`src/mmc_pkg.sv`:
```
package mmc_pkg;

  ////////////////////////////////////////////////////////////////////////////
  // Clock and start-up timing
  localparam int CLK_KHZ           = 25000;
  localparam int MEM_CHECK_MS      = 5;
  localparam int MEM_CHECK_CYCLES  = MEM_CHECK_MS * CLK_KHZ;

  ////////////////////////////////////////////////////////////////////////////
  // Pin classification from the analog front end
  typedef enum logic [1:0] {
    PIN_LOW  = 2'h0,
    PIN_OPEN = 2'h1,
    PIN_HIGH = 2'h2,
    PIN_RES  = 2'h3
  } mmc_kind_t;

  typedef struct packed {
    mmc_kind_t   kind;
    logic [4:0]  idx;
  } mmc_pin_t;

  localparam int          PIN_W        = 7;
  localparam logic [4:0]  IDX_STD_MAX  = 5'h18;  // 100k, last standard value
  localparam logic [4:0]  IDX_TRIM_EN  = 5'h19;  // 110k on fine pin
  localparam logic [4:0]  IDX_UNRECOG  = 5'h1f;  // No matching resistor

  typedef enum logic [1:0] {
    TRIM_STD  = 2'h0,
    TRIM_POLA = 2'h1,
    TRIM_DOSA = 2'h2
  } mmc_trim_t;

  ////////////////////////////////////////////////////////////////////////////
  // Voltage arithmetic, millivolts
  localparam logic [12:0] COARSE_WEIGHT = 13'h0019;  // 25 steps per coarse index
  localparam logic [12:0] STEP_MV       = 13'h000a;  // 10 mV
  localparam logic [12:0] VOUT_MIN_MV   = 13'h0258;  // 600 mV
  localparam logic [12:0] OUTPUT_VOLTAGE_CEILING_MV   = 13'h1388;  // 5000 mV
  localparam logic [12:0] DEFAULT_MV    = 13'h0258;  // Fallback target
  localparam logic [16:0] CEIL_NUM      = 17'h0000b;
  localparam logic [16:0] CEIL_DEN      = 17'h0000a;

  ////////////////////////////////////////////////////////////////////////////
  // Register map, byte offsets
  localparam logic [7:0] REG_CTRL    = 8'h00;
  localparam logic [7:0] REG_STATUS  = 8'h04;
  localparam logic [7:0] REG_TARGET  = 8'h08;
  localparam logic [7:0] REG_CEILING = 8'h0c;
  localparam logic [7:0] REG_ADDR    = 8'h10;
  localparam logic [7:0] REG_PINS    = 8'h14;

  // Control fields
  localparam int CTRL_RESTORE   = 0;
  localparam int CTRL_TRIM_LO   = 1;
  localparam int CTRL_TRIM_HI   = 2;
  localparam int CTRL_TRIM_SET  = 3;
  // Status fields
  localparam int STAT_READY     = 0;
  localparam int STAT_ERROR     = 1;
  localparam int STAT_TRIM_LO   = 2;
  localparam int STAT_TRIM_HI   = 3;
  localparam int STAT_NVM       = 4;
  localparam int STAT_BUSY      = 5;

  ////////////////////////////////////////////////////////////////////////////
  // Carriers
  typedef struct packed {
    logic         psel;
    logic         penable;
    logic         pwrite;
    logic [7:0]   paddr;
    logic [31:0]  pwdata;
  } mmc_apb_req_t;

  typedef struct packed {
    logic [31:0]  prdata;
    logic         pready;
    logic         pslverr;
  } mmc_apb_rsp_t;

  typedef struct packed {
    logic [12:0]  voutMv;
    logic [12:0]  ceilingMv;
    logic [6:0]   busAddr;
    mmc_trim_t    trimMode;
  } mmc_cfg_t;

endpackage

```
`src/mmc_pin_sync.sv`:
```
`timescale 1ns/1ps
// Two-stage synchroniser for the strap classification word
module mmc_pin_sync #(
  parameter int W = 28
) (
  // Clock and reset
  input  wire logic          core_clk,
  input  wire logic          resetn,
  // Asynchronous in, synchronised out
  input  wire logic [W-1:0]  asyncIn,
  output logic      [W-1:0]  syncOut
);

  logic [W-1:0] stage1;

  // First stage feeds only the second
  always_ff @(posedge core_clk) begin
    if (!resetn) begin
      stage1  <= '0;
      syncOut <= '0;
    end else begin
      stage1  <= asyncIn;
      syncOut <= stage1;
    end
  end

endmodule

```
`src/mmc_vout_map.sv`:
```
`timescale 1ns/1ps
// Standard strap / resistor mapping of the voltage pin pair
module mmc_vout_map (
  // Latched pin classes
  input  mmc_pkg::mmc_pin_t  finePin,
  input  mmc_pkg::mmc_pin_t  coarsePin,
  // Decoded result
  output logic [12:0]        stdMv,
  output logic               stdValid,
  output logic               trimStrap
);
  import mmc_pkg::*;

  // Strap row/column lookup, nine voltages
  function automatic logic [12:0] strapMv(input mmc_kind_t row, input mmc_kind_t col);
    logic [3:0] sel;
    sel = {row, col};
    case (sel)
      {PIN_LOW,  PIN_LOW }: strapMv = 13'h0258;
      {PIN_LOW,  PIN_OPEN}: strapMv = 13'h0320;
      {PIN_LOW,  PIN_HIGH}: strapMv = 13'h03e8;
      {PIN_OPEN, PIN_LOW }: strapMv = 13'h04b0;
      {PIN_OPEN, PIN_OPEN}: strapMv = 13'h05dc;
      {PIN_OPEN, PIN_HIGH}: strapMv = 13'h0708;
      {PIN_HIGH, PIN_LOW }: strapMv = 13'h09c4;
      {PIN_HIGH, PIN_OPEN}: strapMv = 13'h0ce4;
      {PIN_HIGH, PIN_HIGH}: strapMv = 13'h1388;
      default:              strapMv = 13'h0000;
    endcase
  endfunction

  logic [12:0] resMv;
  logic        bothStrap;
  logic        bothRes;

  // Resistor mode: 10 mV x (25 x coarse + fine)
  always_comb begin
    resMv     = 13'((COARSE_WEIGHT * 13'(coarsePin.idx) + 13'(finePin.idx)) * STEP_MV);
    bothStrap = (finePin.kind != PIN_RES) && (coarsePin.kind != PIN_RES);
    bothRes   = (finePin.kind == PIN_RES) && (coarsePin.kind == PIN_RES);
    trimStrap = bothRes && (finePin.idx == IDX_TRIM_EN);
    stdMv     = 13'h0000;
    stdValid  = 1'b0;
    if (bothStrap) begin
      stdMv    = strapMv(coarsePin.kind, finePin.kind);
      stdValid = 1'b1;
    end else if (bothRes && coarsePin.idx <= IDX_STD_MAX && finePin.idx <= IDX_STD_MAX) begin
      stdMv    = resMv;
      stdValid = (resMv >= VOUT_MIN_MV) && (resMv <= OUTPUT_VOLTAGE_CEILING_MV);
    end
  end

endmodule

```
`src/mmc_config_loader.sv`:
```
// Our own choices: the APB interface to the registers and the register offsets.
`timescale 1ns/1ps
// Multi-mode strap configuration loader with APB register access
module mmc_config_loader
  import mmc_pkg::*;
#(
  parameter int          MEM_CHECK_CYC = mmc_pkg::MEM_CHECK_CYCLES,
  parameter logic [6:0]  ADDR_BASE     = 7'h20,  // Arbitrary strap address base
  parameter logic [6:0]  ADDR_RES_BASE = 7'h40   // Arbitrary resistor address base
) (
  // Clock and reset
  input  wire logic              core_clk,
  input  wire logic              resetn,
  // APB slave
  input  mmc_pkg::mmc_apb_req_t  apbReq,
  output mmc_pkg::mmc_apb_rsp_t  apbRsp,
  // Strap pin classes from the analog front end
  input  mmc_pkg::mmc_pin_t      voutFineSelectPin,
  input  mmc_pkg::mmc_pin_t      voutCoarseSelectPin,
  input  mmc_pkg::mmc_pin_t      busAddrSelectPinA,
  input  mmc_pkg::mmc_pin_t      busAddrSelectPinB,
  // Internal memory image
  input  wire logic              nvmValid,
  input  wire logic [12:0]       nvmVoutMv,
  input  mmc_pkg::mmc_trim_t     nvmTrimMode,
  // Configuration out
  output mmc_pkg::mmc_cfg_t      cfg,
  output logic                   deviceReady,
  output logic                   configError
);

  ////////////////////////////////////////////////////////////////////////////
  // Types and declarations
  typedef enum logic [2:0] {
    ST_MEMCHK  = 3'b001,
    ST_PINLOAD = 3'b010,
    ST_READY   = 3'b100
  } mmc_state_t;

  localparam int CNT_W = $clog2(MEM_CHECK_CYC + 1);

  mmc_state_t         state;
  logic [CNT_W-1:0]   memCount;
  logic [4*PIN_W-1:0] pinSync;
  mmc_pin_t           fineS;
  mmc_pin_t           coarseS;
  mmc_pin_t           addrAS;
  mmc_pin_t           addrBS;
  mmc_pin_t           fineL;
  mmc_pin_t           coarseL;
  mmc_pin_t           addrAL;
  mmc_pin_t           addrBL;
  logic               nvmLoaded;
  logic [12:0]        stdMv;
  logic               stdValid;
  logic               trimStrap;
  logic [12:0]        next_pinMv;
  logic               next_pinOk;
  mmc_trim_t          next_pinTrim;
  logic [6:0]         next_addr;
  logic               next_addrOk;
  logic               setupPhase;
  logic               accessDone;
  logic               wrCtrl;
  logic               wrTarget;
  logic               restoreReq;
  logic [31:0]        readData;
  logic               accessErr;
  mmc_trim_t          swTrim;
  logic [12:0]        swTrimMv;

  ////////////////////////////////////////////////////////////////////////////
  // Helper functions

  // Trim-mode table keyed by the coarse resistor index; zero means no entry
  function automatic logic [12:0] trimMv(input logic [4:0] idx);
    case (idx)
      5'h1d:   trimMv = 13'h02bc;  // 0.700 V
      5'h19:   trimMv = 13'h02f0;  // 0.752 V
      5'h18:   trimMv = 13'h02f6;  // 0.758 V
      5'h17:   trimMv = 13'h02fd;  // 0.765 V
      5'h16:   trimMv = 13'h0304;  // 0.772 V
      5'h15:   trimMv = 13'h0316;  // 0.790 V
      5'h12:   trimMv = 13'h0320;  // 0.800 V
      5'h11:   trimMv = 13'h0335;  // 0.821 V
      5'h10:   trimMv = 13'h0342;  // 0.834 V
      5'h0f:   trimMv = 13'h0350;  // 0.848 V
      5'h0d:   trimMv = 13'h0370;  // 0.880 V
      5'h0c:   trimMv = 13'h0383;  // 0.899 V
      5'h0b:   trimMv = 13'h0397;  // 0.919 V
      5'h09:   trimMv = 13'h03c5;  // 0.965 V
      5'h08:   trimMv = 13'h03df;  // 0.991 V
      5'h07:   trimMv = 13'h03e8;  // 1.000 V
      5'h05:   trimMv = 13'h044c;  // 1.100 V
      5'h03:   trimMv = 13'h0486;  // 1.158 V
      5'h02:   trimMv = 13'h04b0;  // 1.200 V
      default: trimMv = 13'h0000;
    endcase
  endfunction

  // Ceiling is ten percent above the pin-selected voltage
  function automatic logic [12:0] ceilingOf(input logic [12:0] mv);
    logic [16:0] scaled;
    scaled    = (17'(mv) * CEIL_NUM) / CEIL_DEN;
    ceilingOf = scaled[12:0];
  endfunction

  // Pin class byte for readback
  function automatic logic [7:0] pinByte(input mmc_pin_t p);
    pinByte = {1'b0, p};
  endfunction

  ////////////////////////////////////////////////////////////////////////////
  // Pin inputs: two flops before any decode
  mmc_pin_sync #(
    .W (4 * PIN_W)
  ) u_sync (
    .core_clk (core_clk),
    .resetn   (resetn),
    .asyncIn  ({voutFineSelectPin, voutCoarseSelectPin, busAddrSelectPinA, busAddrSelectPinB}),
    .syncOut  (pinSync)
  );

  assign {fineS, coarseS, addrAS, addrBS} = pinSync;

  // Standard mapping on the latched pins
  mmc_vout_map u_map (
    .finePin   (fineL),
    .coarsePin (coarseL),
    .stdMv     (stdMv),
    .stdValid  (stdValid),
    .trimStrap (trimStrap)
  );

  ////////////////////////////////////////////////////////////////////////////
  // Start-up sequencer: memory check, pin load, ready
  always_ff @(posedge core_clk) begin
    if (!resetn) begin
      state    <= ST_MEMCHK;
      memCount <= '0;
    end else begin
      case (state)
        ST_MEMCHK: begin
          if (memCount == CNT_W'(MEM_CHECK_CYC - 1)) begin
            memCount <= '0;
            state    <= ST_PINLOAD;
          end else begin
            memCount <= memCount + 1'b1;
          end
        end
        ST_PINLOAD: begin
          state <= ST_READY;
        end
        ST_READY: begin
          if (restoreReq) begin
            state <= ST_MEMCHK;
          end
        end
        default: begin
          state    <= ST_MEMCHK;
          memCount <= '0;
        end
      endcase
    end
  end

  // Ready only after memory and pins are both loaded
  // Restore drops it on the same edge that restarts the check
  always_ff @(posedge core_clk) begin
    if (!resetn) begin
      deviceReady <= 1'b0;
    end else begin
      deviceReady <= (state == ST_PINLOAD) || (state == ST_READY && !restoreReq);
    end
  end

  ////////////////////////////////////////////////////////////////////////////
  // Pin latch: sampled once per memory check, held otherwise
  // Later resistor changes are ignored until the next check
  always_ff @(posedge core_clk) begin
    if (!resetn) begin
      fineL   <= '0;
      coarseL <= '0;
      addrAL  <= '0;
      addrBL  <= '0;
    end else if (state == ST_MEMCHK && memCount == CNT_W'(MEM_CHECK_CYC - 1)) begin
      fineL   <= fineS;
      coarseL <= coarseS;
      addrAL  <= addrAS;
      addrBL  <= addrBS;
    end
  end

  ////////////////////////////////////////////////////////////////////////////
  // Pin decode of voltage and address
  // A miss in any table keeps the safe default and flags an error
  always_comb begin
    next_pinMv   = DEFAULT_MV;
    next_pinOk   = 1'b0;
    next_pinTrim = TRIM_STD;
    if (trimStrap) begin
      next_pinTrim = TRIM_POLA;
      if (trimMv(coarseL.idx) != 13'h0000) begin
        next_pinMv = trimMv(coarseL.idx);
        next_pinOk = 1'b1;
      end
    end else if (stdValid) begin
      next_pinMv = stdMv;
      next_pinOk = 1'b1;
    end
  end

  always_comb begin
    next_addr   = ADDR_BASE;
    next_addrOk = 1'b0;
    if (addrAL.kind == PIN_RES) begin
      if (addrAL.idx != IDX_UNRECOG) begin
        next_addr   = 7'(ADDR_RES_BASE + 7'(addrAL.idx));
        next_addrOk = 1'b1;
      end
    end else if (addrBL.kind != PIN_RES) begin
      next_addr   = 7'(ADDR_BASE + 7'(addrBL.kind) * 7'h3 + 7'(addrAL.kind));
      next_addrOk = 1'b1;
    end
  end

  ////////////////////////////////////////////////////////////////////////////
  // APB slave: answer set up in the setup cycle, committed in the access cycle
  assign setupPhase = apbReq.psel && !apbReq.penable;
  assign accessDone = apbReq.psel && apbReq.penable && apbRsp.pready;
  assign wrCtrl     = accessDone && apbReq.pwrite && !apbRsp.pslverr && apbReq.paddr == REG_CTRL;
  assign wrTarget   = accessDone && apbReq.pwrite && !apbRsp.pslverr && apbReq.paddr == REG_TARGET;
  assign restoreReq = wrCtrl && apbReq.pwdata[CTRL_RESTORE];
  assign swTrim     = mmc_trim_t'(apbReq.pwdata[CTRL_TRIM_HI:CTRL_TRIM_LO]);
  // A strapped coarse pin carries no usable index, so it has no table entry
  assign swTrimMv   = (coarseL.kind == PIN_RES) ? trimMv(coarseL.idx)
                                                : 13'h0000;

  // Read mux; every pin-derived value stays visible
  always_comb begin
    readData = 32'h0000_0000;
    case (apbReq.paddr)
      REG_CTRL:    readData[CTRL_TRIM_HI:CTRL_TRIM_LO] = cfg.trimMode;
      REG_STATUS: begin
        readData[STAT_READY]                = deviceReady;
        readData[STAT_ERROR]                = configError;
        readData[STAT_TRIM_HI:STAT_TRIM_LO] = cfg.trimMode;
        readData[STAT_NVM]                  = nvmLoaded;
        readData[STAT_BUSY]                 = (state != ST_READY);
      end
      REG_TARGET:  readData[12:0] = cfg.voutMv;
      REG_CEILING: readData[12:0] = cfg.ceilingMv;
      REG_ADDR:    readData[6:0]  = cfg.busAddr;
      REG_PINS:    readData = {pinByte(fineL), pinByte(coarseL), pinByte(addrAL), pinByte(addrBL)};
      default:     readData = 32'h0000_0000;
    endcase
  end

  // Error: unmapped, read-only written, bad target, bad trim select, or not yet ready
  always_comb begin
    accessErr = 1'b0;
    if (!deviceReady && apbReq.paddr != REG_STATUS) begin
      accessErr = 1'b1;
    end else if (apbReq.pwrite) begin
      case (apbReq.paddr)
        // Code 3 is unused; refusing it keeps the mode field defined
        REG_CTRL:   accessErr = apbReq.pwdata[CTRL_TRIM_SET]
                                && ((swTrim != TRIM_STD && swTrimMv == 13'h0000)
                                    || !(swTrim inside {TRIM_STD, TRIM_POLA, TRIM_DOSA}));
        REG_TARGET: accessErr = (apbReq.pwdata[12:0] < VOUT_MIN_MV) || (apbReq.pwdata[12:0] > OUTPUT_VOLTAGE_CEILING_MV)
                                || (apbReq.pwdata[31:13] != 19'h00000);
        default:    accessErr = 1'b1;
      endcase
    end else begin
      case (apbReq.paddr)
        REG_CTRL, REG_STATUS, REG_TARGET, REG_CEILING, REG_ADDR, REG_PINS: accessErr = 1'b0;
        default: accessErr = 1'b1;
      endcase
    end
  end

  // Response registers, one wait-free access phase
  // No wait states: the answer is formed from the setup cycle
  always_ff @(posedge core_clk) begin
    if (!resetn) begin
      apbRsp <= '0;
    end else if (setupPhase) begin
      apbRsp.pready  <= 1'b1;
      apbRsp.pslverr <= accessErr;
      apbRsp.prdata  <= apbReq.pwrite ? 32'h0000_0000 : readData;
    end else begin
      apbRsp <= '0;
    end
  end

  ////////////////////////////////////////////////////////////////////////////
  // Configuration store: memory image, then pins, then bus overrides
  always_ff @(posedge core_clk) begin
    if (!resetn) begin
      cfg.voutMv   <= DEFAULT_MV;
      cfg.trimMode <= TRIM_STD;
      nvmLoaded    <= 1'b0;
    end else if (state == ST_MEMCHK && memCount == '0) begin
      nvmLoaded <= nvmValid;
      if (nvmValid) begin
        cfg.voutMv   <= nvmVoutMv;
        cfg.trimMode <= nvmTrimMode;
      end
    end else if (state == ST_PINLOAD) begin
      cfg.voutMv   <= next_pinMv;
      cfg.trimMode <= next_pinTrim;
    end else if (wrTarget) begin
      cfg.voutMv <= apbReq.pwdata[12:0];
    end else if (wrCtrl && apbReq.pwdata[CTRL_TRIM_SET]) begin
      cfg.trimMode <= swTrim;
      if (swTrim != TRIM_STD) begin
        cfg.voutMv <= swTrimMv;
      end
    end
  end

  // Pin-only values: ceiling and bus address, never bus-written
  always_ff @(posedge core_clk) begin
    if (!resetn) begin
      cfg.ceilingMv <= ceilingOf(DEFAULT_MV);
      cfg.busAddr   <= ADDR_BASE;
    end else if (state == ST_PINLOAD) begin
      cfg.ceilingMv <= ceilingOf(next_pinMv);
      cfg.busAddr   <= next_addr;
    end
  end

  // Sticky decode error until the next sample
  always_ff @(posedge core_clk) begin
    if (!resetn) begin
      configError <= 1'b0;
    end else if (state == ST_PINLOAD) begin
      configError <= !next_pinOk || !next_addrOk;
    end
  end

endmodule

```
`config.mk`:
```
export PLATFORM = sky130hd
export DESIGN_NAME = mmc_config_loader
export DESIGN_NICKNAME = d
export VERILOG_FILES = /design/src/mmc_pkg.sv /design/src/mmc_pin_sync.sv /design/src/mmc_vout_map.sv /design/src/mmc_config_loader.sv
export SDC_FILE = /design/constraint.sdc
export NUM_CORES = 1
export LEC_CHECK = 0
export BUFFER_PORTS_ARGS = -buffer_cell sky130_fd_sc_hd__buf_2
export CAP_MARGIN = 20
export CORE_MARGIN = 4
export CORE_UTILIZATION = 50
export CTS_BUF_LIST = sky130_fd_sc_hd__clkbuf_8
export DETAILED_ROUTE_END_ITERATION = 8
export GPL_ROUTABILITY_DRIVEN = 1
export PLACE_DENSITY = 0.8
export SLEW_MARGIN = 5
export SYNTH_ARGS = -nofsm -noshare
export SYNTH_HDL_FRONTEND = slang
export SYNTH_SLANG_ARGS = --single-unit
export TNS_END_PERCENT = 5
```
`constraint.sdc`:
```
create_clock -name core_clk -period 11.71 [get_ports core_clk]
set_input_delay 2.9275 -clock core_clk [delete_from_list [all_inputs] [get_ports core_clk]]
set_output_delay 2.9275 -clock core_clk [all_outputs]
set_load 0.01 [all_outputs]
```
==> results by group, run 1 <==
Status
  • Status: finished clean

Critical path
  • Worst Setup SP: coarseL[0]
  • Critical Path End Type: flop
  • Worst Path Buf+Inv: 6
  • Startpoint Class: flop
  • Req. time, crit path: 12.10 ns
  • Crit Path Category: flop to flop
  • CP max FO: 16
  • Reg2reg start: coarseL[0]
  • Crit path arrival time: 11.74 ns
  • Critical Path Max Stage Delay: 0.55 ns
  • CP max stage cell: fa_1
  • Crit path max-delay family: compound AO/OA/AOI/OAI gates

Route
  • Vias per cell: 6.11
  • DRC: 0
  • Routed via count: 12288
  • Pre-antenna DRT Iters: 8
  • Final ANT Viol Nets: 0
  • DRT iter0 DRCs: 1517
  • Routed WL: 37800 µm
  • Wire per inst: 18.8 µm

Power and ir drop
  • Final Power: 1300 µW
  • P_leak: 0.00651 µW
  • PwrDens: 88.7 nW/µm²
  • Peak supply drop: 0.0000763 V

Yosys
  • Largest family of logic cells by synthesized area: compound AO/OA/AOI/OAI gates
  • Post-Synthesis Cells: 1501
  • Compound-Gate Fraction of Synth Area: 24.0%
  • Most used DFF post-synth: dfxtp_1
  • Post-synth cell types: 104
  • YS warnings: 0
  • FFs w/ async S/R, synth: 0%
  • Post-synthesis adder-cell area fraction: 11.6%
  • Synth Register Bits: 195
  • Share of the yosys chip area belonging to registers: 31.4%
  • Synth Area in XOR/XNOR: 3.10%
  • Fraction of synthesized area in multiplexers: 1.92%
  • Netlist Area Pre-Place: 12400 µm²
  • Simple-Gate Fraction of Synth Area: 22.5%
  • EDFF count, synth: 0
  • Syn_area_per_cell: 8.28 µm²

GRT
  • First-pass GRT wire length: 60100 µm
  • Largest net degree at the start of global routing: 76
  • Global route total overflow: 0
  • Initial antenna violation count: 0
  • Vias in the first global route: 11459
  • Global-route usage over all layers: 26.3%

Layout
  • Final nets: 1866
  • Ratio of cells with drive above 1 in the final layout: 21.6%
  • Ant diodes: 0
  • Final cell count without fillers: 2011
  • Area Growth Syn to Fin: 17.6%
  • Final core area utilization: 59.9%

Floorplanning
  • Row cnt: 57
  • Die Ht: 166 µm
  • Die area: 27400 µm²
  • Die width: 166 µm
  • Initial Utilization: 50.9%
  • Core ar.: 24400 µm²
  • Boundary pin count: 160

STA
  • Crit share post-route: 96.9%
  • Worst-margin pin slew: 1.01 ns
  • Worst Skew: 0.0196 ns
  • Final Hold Viols: 0
  • Slew headroom: 32.8%
  • FMAX: 0.0881 GHz
  • Period minus WS final: 11.35 ns
  • Max Slew Vio Count: 0
  • Setup-failing EPs final: 0

Clocking
  • Longest Clk Path Bufs: 2
  • # clock sinks: 195
  • CTS tree: done
  • Clock slew at reported path FFs: 0.13 ns
  • Htree depth: 4
  • Hold_buf cts: 0
  • Clock latency reported for the late side of the worst-skew pair: 0.50 ns
  • Clock root buffer: clkbuf_8
  • Total CTS buffers: 17

Run
  • # Max-Cap Violations: 0

Placement
  • DP Wirelength: 28100 µm
  • Placed Instances: 1963
  • Placer congestion estimate: 0.977
  • Port Buffers: 156

Worst hold path
  • Hold Crit Class: flop to flop
  • Hold_sp: u_sync.stage1[0]
==> power by group <==
group	switching, µW	internal (µW)	total, µW
registers	15.1	681	696
logic	50.1	38.7	88.8
clock network	328	183	512
total	394	903	1300
==> repair_timing <==
item,CTS,global route
cloned,0,1
endpoints found under the setup margin,3,5
pin swaps,2,21
resized for setup,16,51
buffers inserted,5,10
==> cell families after synthesis <==
kind of cell / Yosys count
simple gates: 551
compound gates: 418
flops: 195
buf+inv: 163
fa+ha+maj: 106
xor+xnor: 44
mux: 23
other cells: 1
==> per-layer routing <==
| layer | track usage, % | share of wire, % |
|---|---|---|
| met1 | 35.6 | 42 |
| met2 | 40.8 | 44 |
| met3 | 6.12 | 9.9 |
| met4 | 10.0 | 4.4 |
| met5 | 0 | 0 |
==> stage by stage <==
| step | hold WS (ns) | cell area, µm² | setup WS [ns] | setup TNS, ns |
|---|---|---|---|---|
| after floorplan | 0.412 | 12400 | 0.763 | 0 |
| after global placement | 0.418 | 13700 | 0.0753 | 0 |
| after detailed placement | 0.417 | 13700 | -0.225 | -0.250 |
| after CTS | 0.437 | 14300 | 0.0515 | 0 |
| after global routing | 0.455 | 14600 | -0.132 | -0.178 |
| final | 0.436 | 14600 | 0.359 | 0 |
==> synth_stat cells, types with 27 or more instances <==
library cell	instances	area, µm²
nand3_1	48	240
a21boi_0	32	240
a21oi_1	96	480
and2_1	72	450
xor2_1	27	236
and3_1	33	206
o21ai_0	57	285
dfxtp_1	195	3900
nor2_1	97	364
inv_1	79	297
clkbuf_1	62	233
ha_1	87	1090
nand2_1	161	604
==> layout by cell type, fill, tap and decap left out, types with 55 or more instances in the layout <==
cell type and instances:
a21oi_1 88, inv_1 79, nand2_1 160, o21ai_0 55, nor2_1 92, buf_4 76, buf_2 155, dfxtp_1 192
and2_1 70, ha_1 84
==> final timing paths <==
kind	to	slack [ns]	cells past startpoint
worst max-delay path	cfg[9]	0.36	51
worst min-delay path	u_sync.syncOut[0]	0.44	1
worst max register to register	cfg[9]	0.36	51
worst min register to register	u_sync.syncOut[0]	0.44	1
==> area by class of cell <==
| cell class | count | area, µm² |
|---|---|---|
| Multi-Input combinational cell | 1146 | 8140 |
| Clock inverter | 15 | 245 |
| Sequential cell | 195 | 3910 |
| Timing Repair Buffer | 232 | 1370 |
| Fill cell | 2116 | 9780 |
| Tap cell | 324 | 405 |
| Inverter | 82 | 308 |
| Clock buffer | 17 | 234 |
(Power assumes the default switching activity.)
==> run 2: changes to the inputs <==
--- a/config.mk
+++ b/config.mk
@@ -5,14 +5,15 @@
 export SDC_FILE = /design/constraint.sdc
 export NUM_CORES = 1
 export LEC_CHECK = 0
+export ABC_AREA = 1
 export BUFFER_PORTS_ARGS = -buffer_cell sky130_fd_sc_hd__buf_2
 export CAP_MARGIN = 20
-export CORE_MARGIN = 4
+export CORE_MARGIN = 8
 export CORE_UTILIZATION = 50
 export CTS_BUF_LIST = sky130_fd_sc_hd__clkbuf_8
 export DETAILED_ROUTE_END_ITERATION = 8
 export GPL_ROUTABILITY_DRIVEN = 1
-export PLACE_DENSITY = 0.8
+export PLACE_DENSITY = 0.81
 export SLEW_MARGIN = 5
 export SYNTH_ARGS = -nofsm -noshare
 export SYNTH_HDL_FRONTEND = slang
==> results by group, run 2 <==
Route
  • Wire per inst: 16.5 µm (-13%)
  • Pre-antenna DRT Iters: 5 (-3)
  • DRT iter0 DRCs: 989 (-35%)
  • DRC: 0 (unchanged)
  • Vias per cell: 5.43 (-11%)
  • Routed WL: 36000 µm (-4.8%)
  • Final ANT Viol Nets: 0 (unchanged)
  • Routed via count: 11876 (-3.4%)

Layout
  • Ratio of cells with drive above 1 in the final layout: 23.7% (+2.1 points)
  • Area of the multi-input gates: 7140 µm² (-12%)
  • Final core area utilization: 61.7% (+1.8 points)
  • Area Growth Syn to Fin: 22.5%
  • Fillers: 2009 (-5.1%)
  • Register Area: 3910 µm² (unchanged)
  • Final instance area: 14300 µm² (-2.1%)
  • Most common cell after layout, fill and taps aside: nand2_1
  • Final nets: 2047 (+9.7%)
  • Most frequent cells in the layout: 315 x nand2_1, 303 x inv_1, 192 x dfxtp_1

Yosys
  • Synth Register Bits: 195 (unchanged)
  • Area share of the largest cell type after synthesis: 33.4% (+2.0 points)
  • Leading area contributor after synthesis: dfxtp_1
  • Most used DFF post-synth: dfxtp_1
  • EDFF count, synth: 0 (unchanged)
  • Most area-consuming cells after synthesis: dfxtp_1 33%, nand2_1 11%, inv_1 10%
  • FFs w/ async S/R, synth: 0% (unchanged)
  • Post-synth cell types: 52 (-50%)
  • Syn_area_per_cell: 7.01 µm² (-15%)
  • Share of the yosys chip area belonging to registers: 33.4% (+2.0 points)
  • Most instantiated cells after synthesis: 357 x nand2_1, 318 x inv_1, 195 x dfxtp_1
  • Count leader, synth: nand2_1
  • Post-Synthesis Cells: 1667 (+11%)
  • YS warnings: 0 (unchanged)
  • Netlist Area Pre-Place: 11700 µm² (-6.0%)

Critical path
  • Setup slack, reg-to-reg: -0.37 ns (-0.73 ns)
  • Crit path arrival time: 12.45 ns (+0.71 ns)
  • Critical Path End Type: flop
  • CP max stage cell: fa_1
  • Critical Path Max Stage Delay: 0.54 ns (about the same)
  • Req. time, crit path: 12.09 ns (about the same)
  • Crit Path Category: flop to flop
  • Crit-path most repeated cell: nand2_4
  • Startpoint Class: flop
  • CP max FO: 6 (-10)

Floorplanning
  • Die area: 28500 µm² (+3.9%)
  • Boundary pin count: 160 (unchanged)
  • Die Ht: 169 µm (+1.9%)
  • Core ar.: 23200 µm² (-4.9%)
  • Die width: 169 µm (+1.9%)
  • Row cnt: 56 (-1.8%)
  • Initial Utilization: 50.4% (-0.57 points)

Clocking
  • Clock latency reported for the late side of the worst-skew pair: 0.48 ns (-0.02 ns)
  • CTS tree: done
  • Clock root buffer: clkbuf_8
  • # clock sinks: 195 (unchanged)
  • Longest Clk Path Bufs: 2 (unchanged)
  • Hold_buf cts: 0 (unchanged)
  • Htree depth: 4 (unchanged)
  • Total CTS buffers: 17 (unchanged)
  • Clock slew at reported path FFs: 0.11 ns (-0.02 ns)

GRT
  • Vias in the first global route: 11028 (-3.8%)
  • Global-route usage over all layers: 23.0% (-3.3 points)
  • Initial antenna violation count: 3 (+3)
  • First-pass GRT wire length: 53300 µm (-11%)
  • Largest net degree at the start of global routing: 82 (+7.9%)
  • Global route total overflow: 0 (unchanged)

STA
  • Final Hold Viols: 0 (unchanged)
  • Worst-margin pin slew: 0.954 ns (-0.0539 ns)
  • Period minus WS final: 12.08 ns (+0.726 ns)
  • FMAX: 0.0828 GHz (-6.0%)
  • Crit share post-route: 103% (+6.2 points)
  • Slew headroom: 35.8% (+3.0 points)
  • Worst Skew: 0.0205 ns (+0.000928 ns)
  • RSZ-0062 raised after global routing: yes
  • Setup-failing EPs final: 2 (+2)
  • Max Slew Vio Count: 0 (unchanged)
  • Final setup slack of the worst path: -0.366 ns (-0.726 ns)

Power and ir drop
  • P_leak: 0.00733 µW (+13%)
  • PwrDens: 86.6 nW/µm² (-2.4%)
  • Peak supply drop: 0.0000788 V (+3.3%)

Placement
  • DP Wirelength: 26200 µm (-6.8%)
  • Port Buffers: 156 (unchanged)
  • Post-DP Area: 12800 µm² (-6.6%)
  • Placer congestion estimate: 0.989 (+1.3%)

Worst hold path
  • Hold Crit Class: flop to flop

Status
  • Failing checks: setup timing
  • Status: finished with violations

Run
  • # Max-Cap Violations: 0 (unchanged)
## run 2: changes by cell type after synthesis, sizes merged, moves of 15 or more
cell,before,now
nand3,50,97
a211oi,11,28
inv,79,336
a22oi,18,0
and2,73,1
nand2,162,402
mux2i,16,1
and3,33,0
o21ai,63,80
clkbuf,62,32
nor2b,17,1
a21boi,33,1
a21oi,99,82
nor2,99,127
## run 2: logic make-up (layout without fill, tap and decap cells)
family,after synthesis,after routing,synth area share (%)
simple gates,681,681,25.4
buf+inv,379,578,12.3
compound gates,279,279,14.6
flops,195,195,33.4
fa+ha+maj,103,103,12.1
xor+xnor,28,28,2.10
other cells,1,4,0.0321
mux,1,1,0.0857
## run 2: area by class of cell
type	count	area share, %
multi-input cells	1095	49.9
flip-flops and latches	195	27.3
inverters	340	8.97
repair buffers	206	8.16
well taps	319	2.79
clock buffers	20	1.92
clock inverters	12	0.936
diodes	1	0.0175
## run 2: timing repair
| action | 4_1_cts | 5_1_grt |
|---|---|---|
| pin swaps | 6 | 80 |
| setup endpoints to repair | 3 | 5 |
| resized for setup | 30 | 162 |
| setup buffers | 10 | 24 |
## run 2: where the power goes
part	switching [µW]	total [µW]	internal (µW)
Sequential	15.7	696	681
Clock	261	455	194
Combinational	56.0	87.4	31.4
Total	333	1240	906
## run 2: metal layers
| metal | GRT usage, % | vias up | part of all wire [%] |
|---|---|---|---|
| met5 | 0 | - | 0.069 |
| met3 | 4.87 | 126 | 8.1 |
| met2 | 40.1 | 536 | 48 |
| met4 | 10.2 | 4 | 4.6 |
| met1 | 26.6 | 5495 | 39 |
| li1 | - | 5715 | - |
## run 2: critical path, delay by kind of cell, from the launching register on
kind	cells	cell delay, ns
AO/OA/AOI/OAI	13	1.87
adder cells (fa/ha/maj)	9	3.06
buffers and inverters	14	1.00
AND/OR/NAND/NOR	57	4.99
XOR/XNOR	3	0.69
flip-flops	1	0.38
## run 2: metrics by stage
step	setup WS [ns]	instances	TNS [ns]	total power (µW)	hold WS (ns)
global route	-1.06	2188	-2.58	1280	0.426
floorplan	0.713	1669	0	750	0.390
detailed placement	-0.528	2121	-0.899	797	0.398
finish	-0.366	2188	-0.529	1240	0.408
global placement	0.0460	2121	0	795	0.395
CTS	0.0104	2163	0	1240	0.415
## run 2: worst paths after layout
check / cells past startpoint / end / start
worst min register to register: 2 / u_sync.syncOut[27] / u_sync.stage1[27]
worst max register to register: 96 / cfg[9] / coarseL[0]
worst max-delay path: 96 / cfg[9] / coarseL[0]
worst min-delay path: 2 / u_sync.syncOut[27] / u_sync.stage1[27]
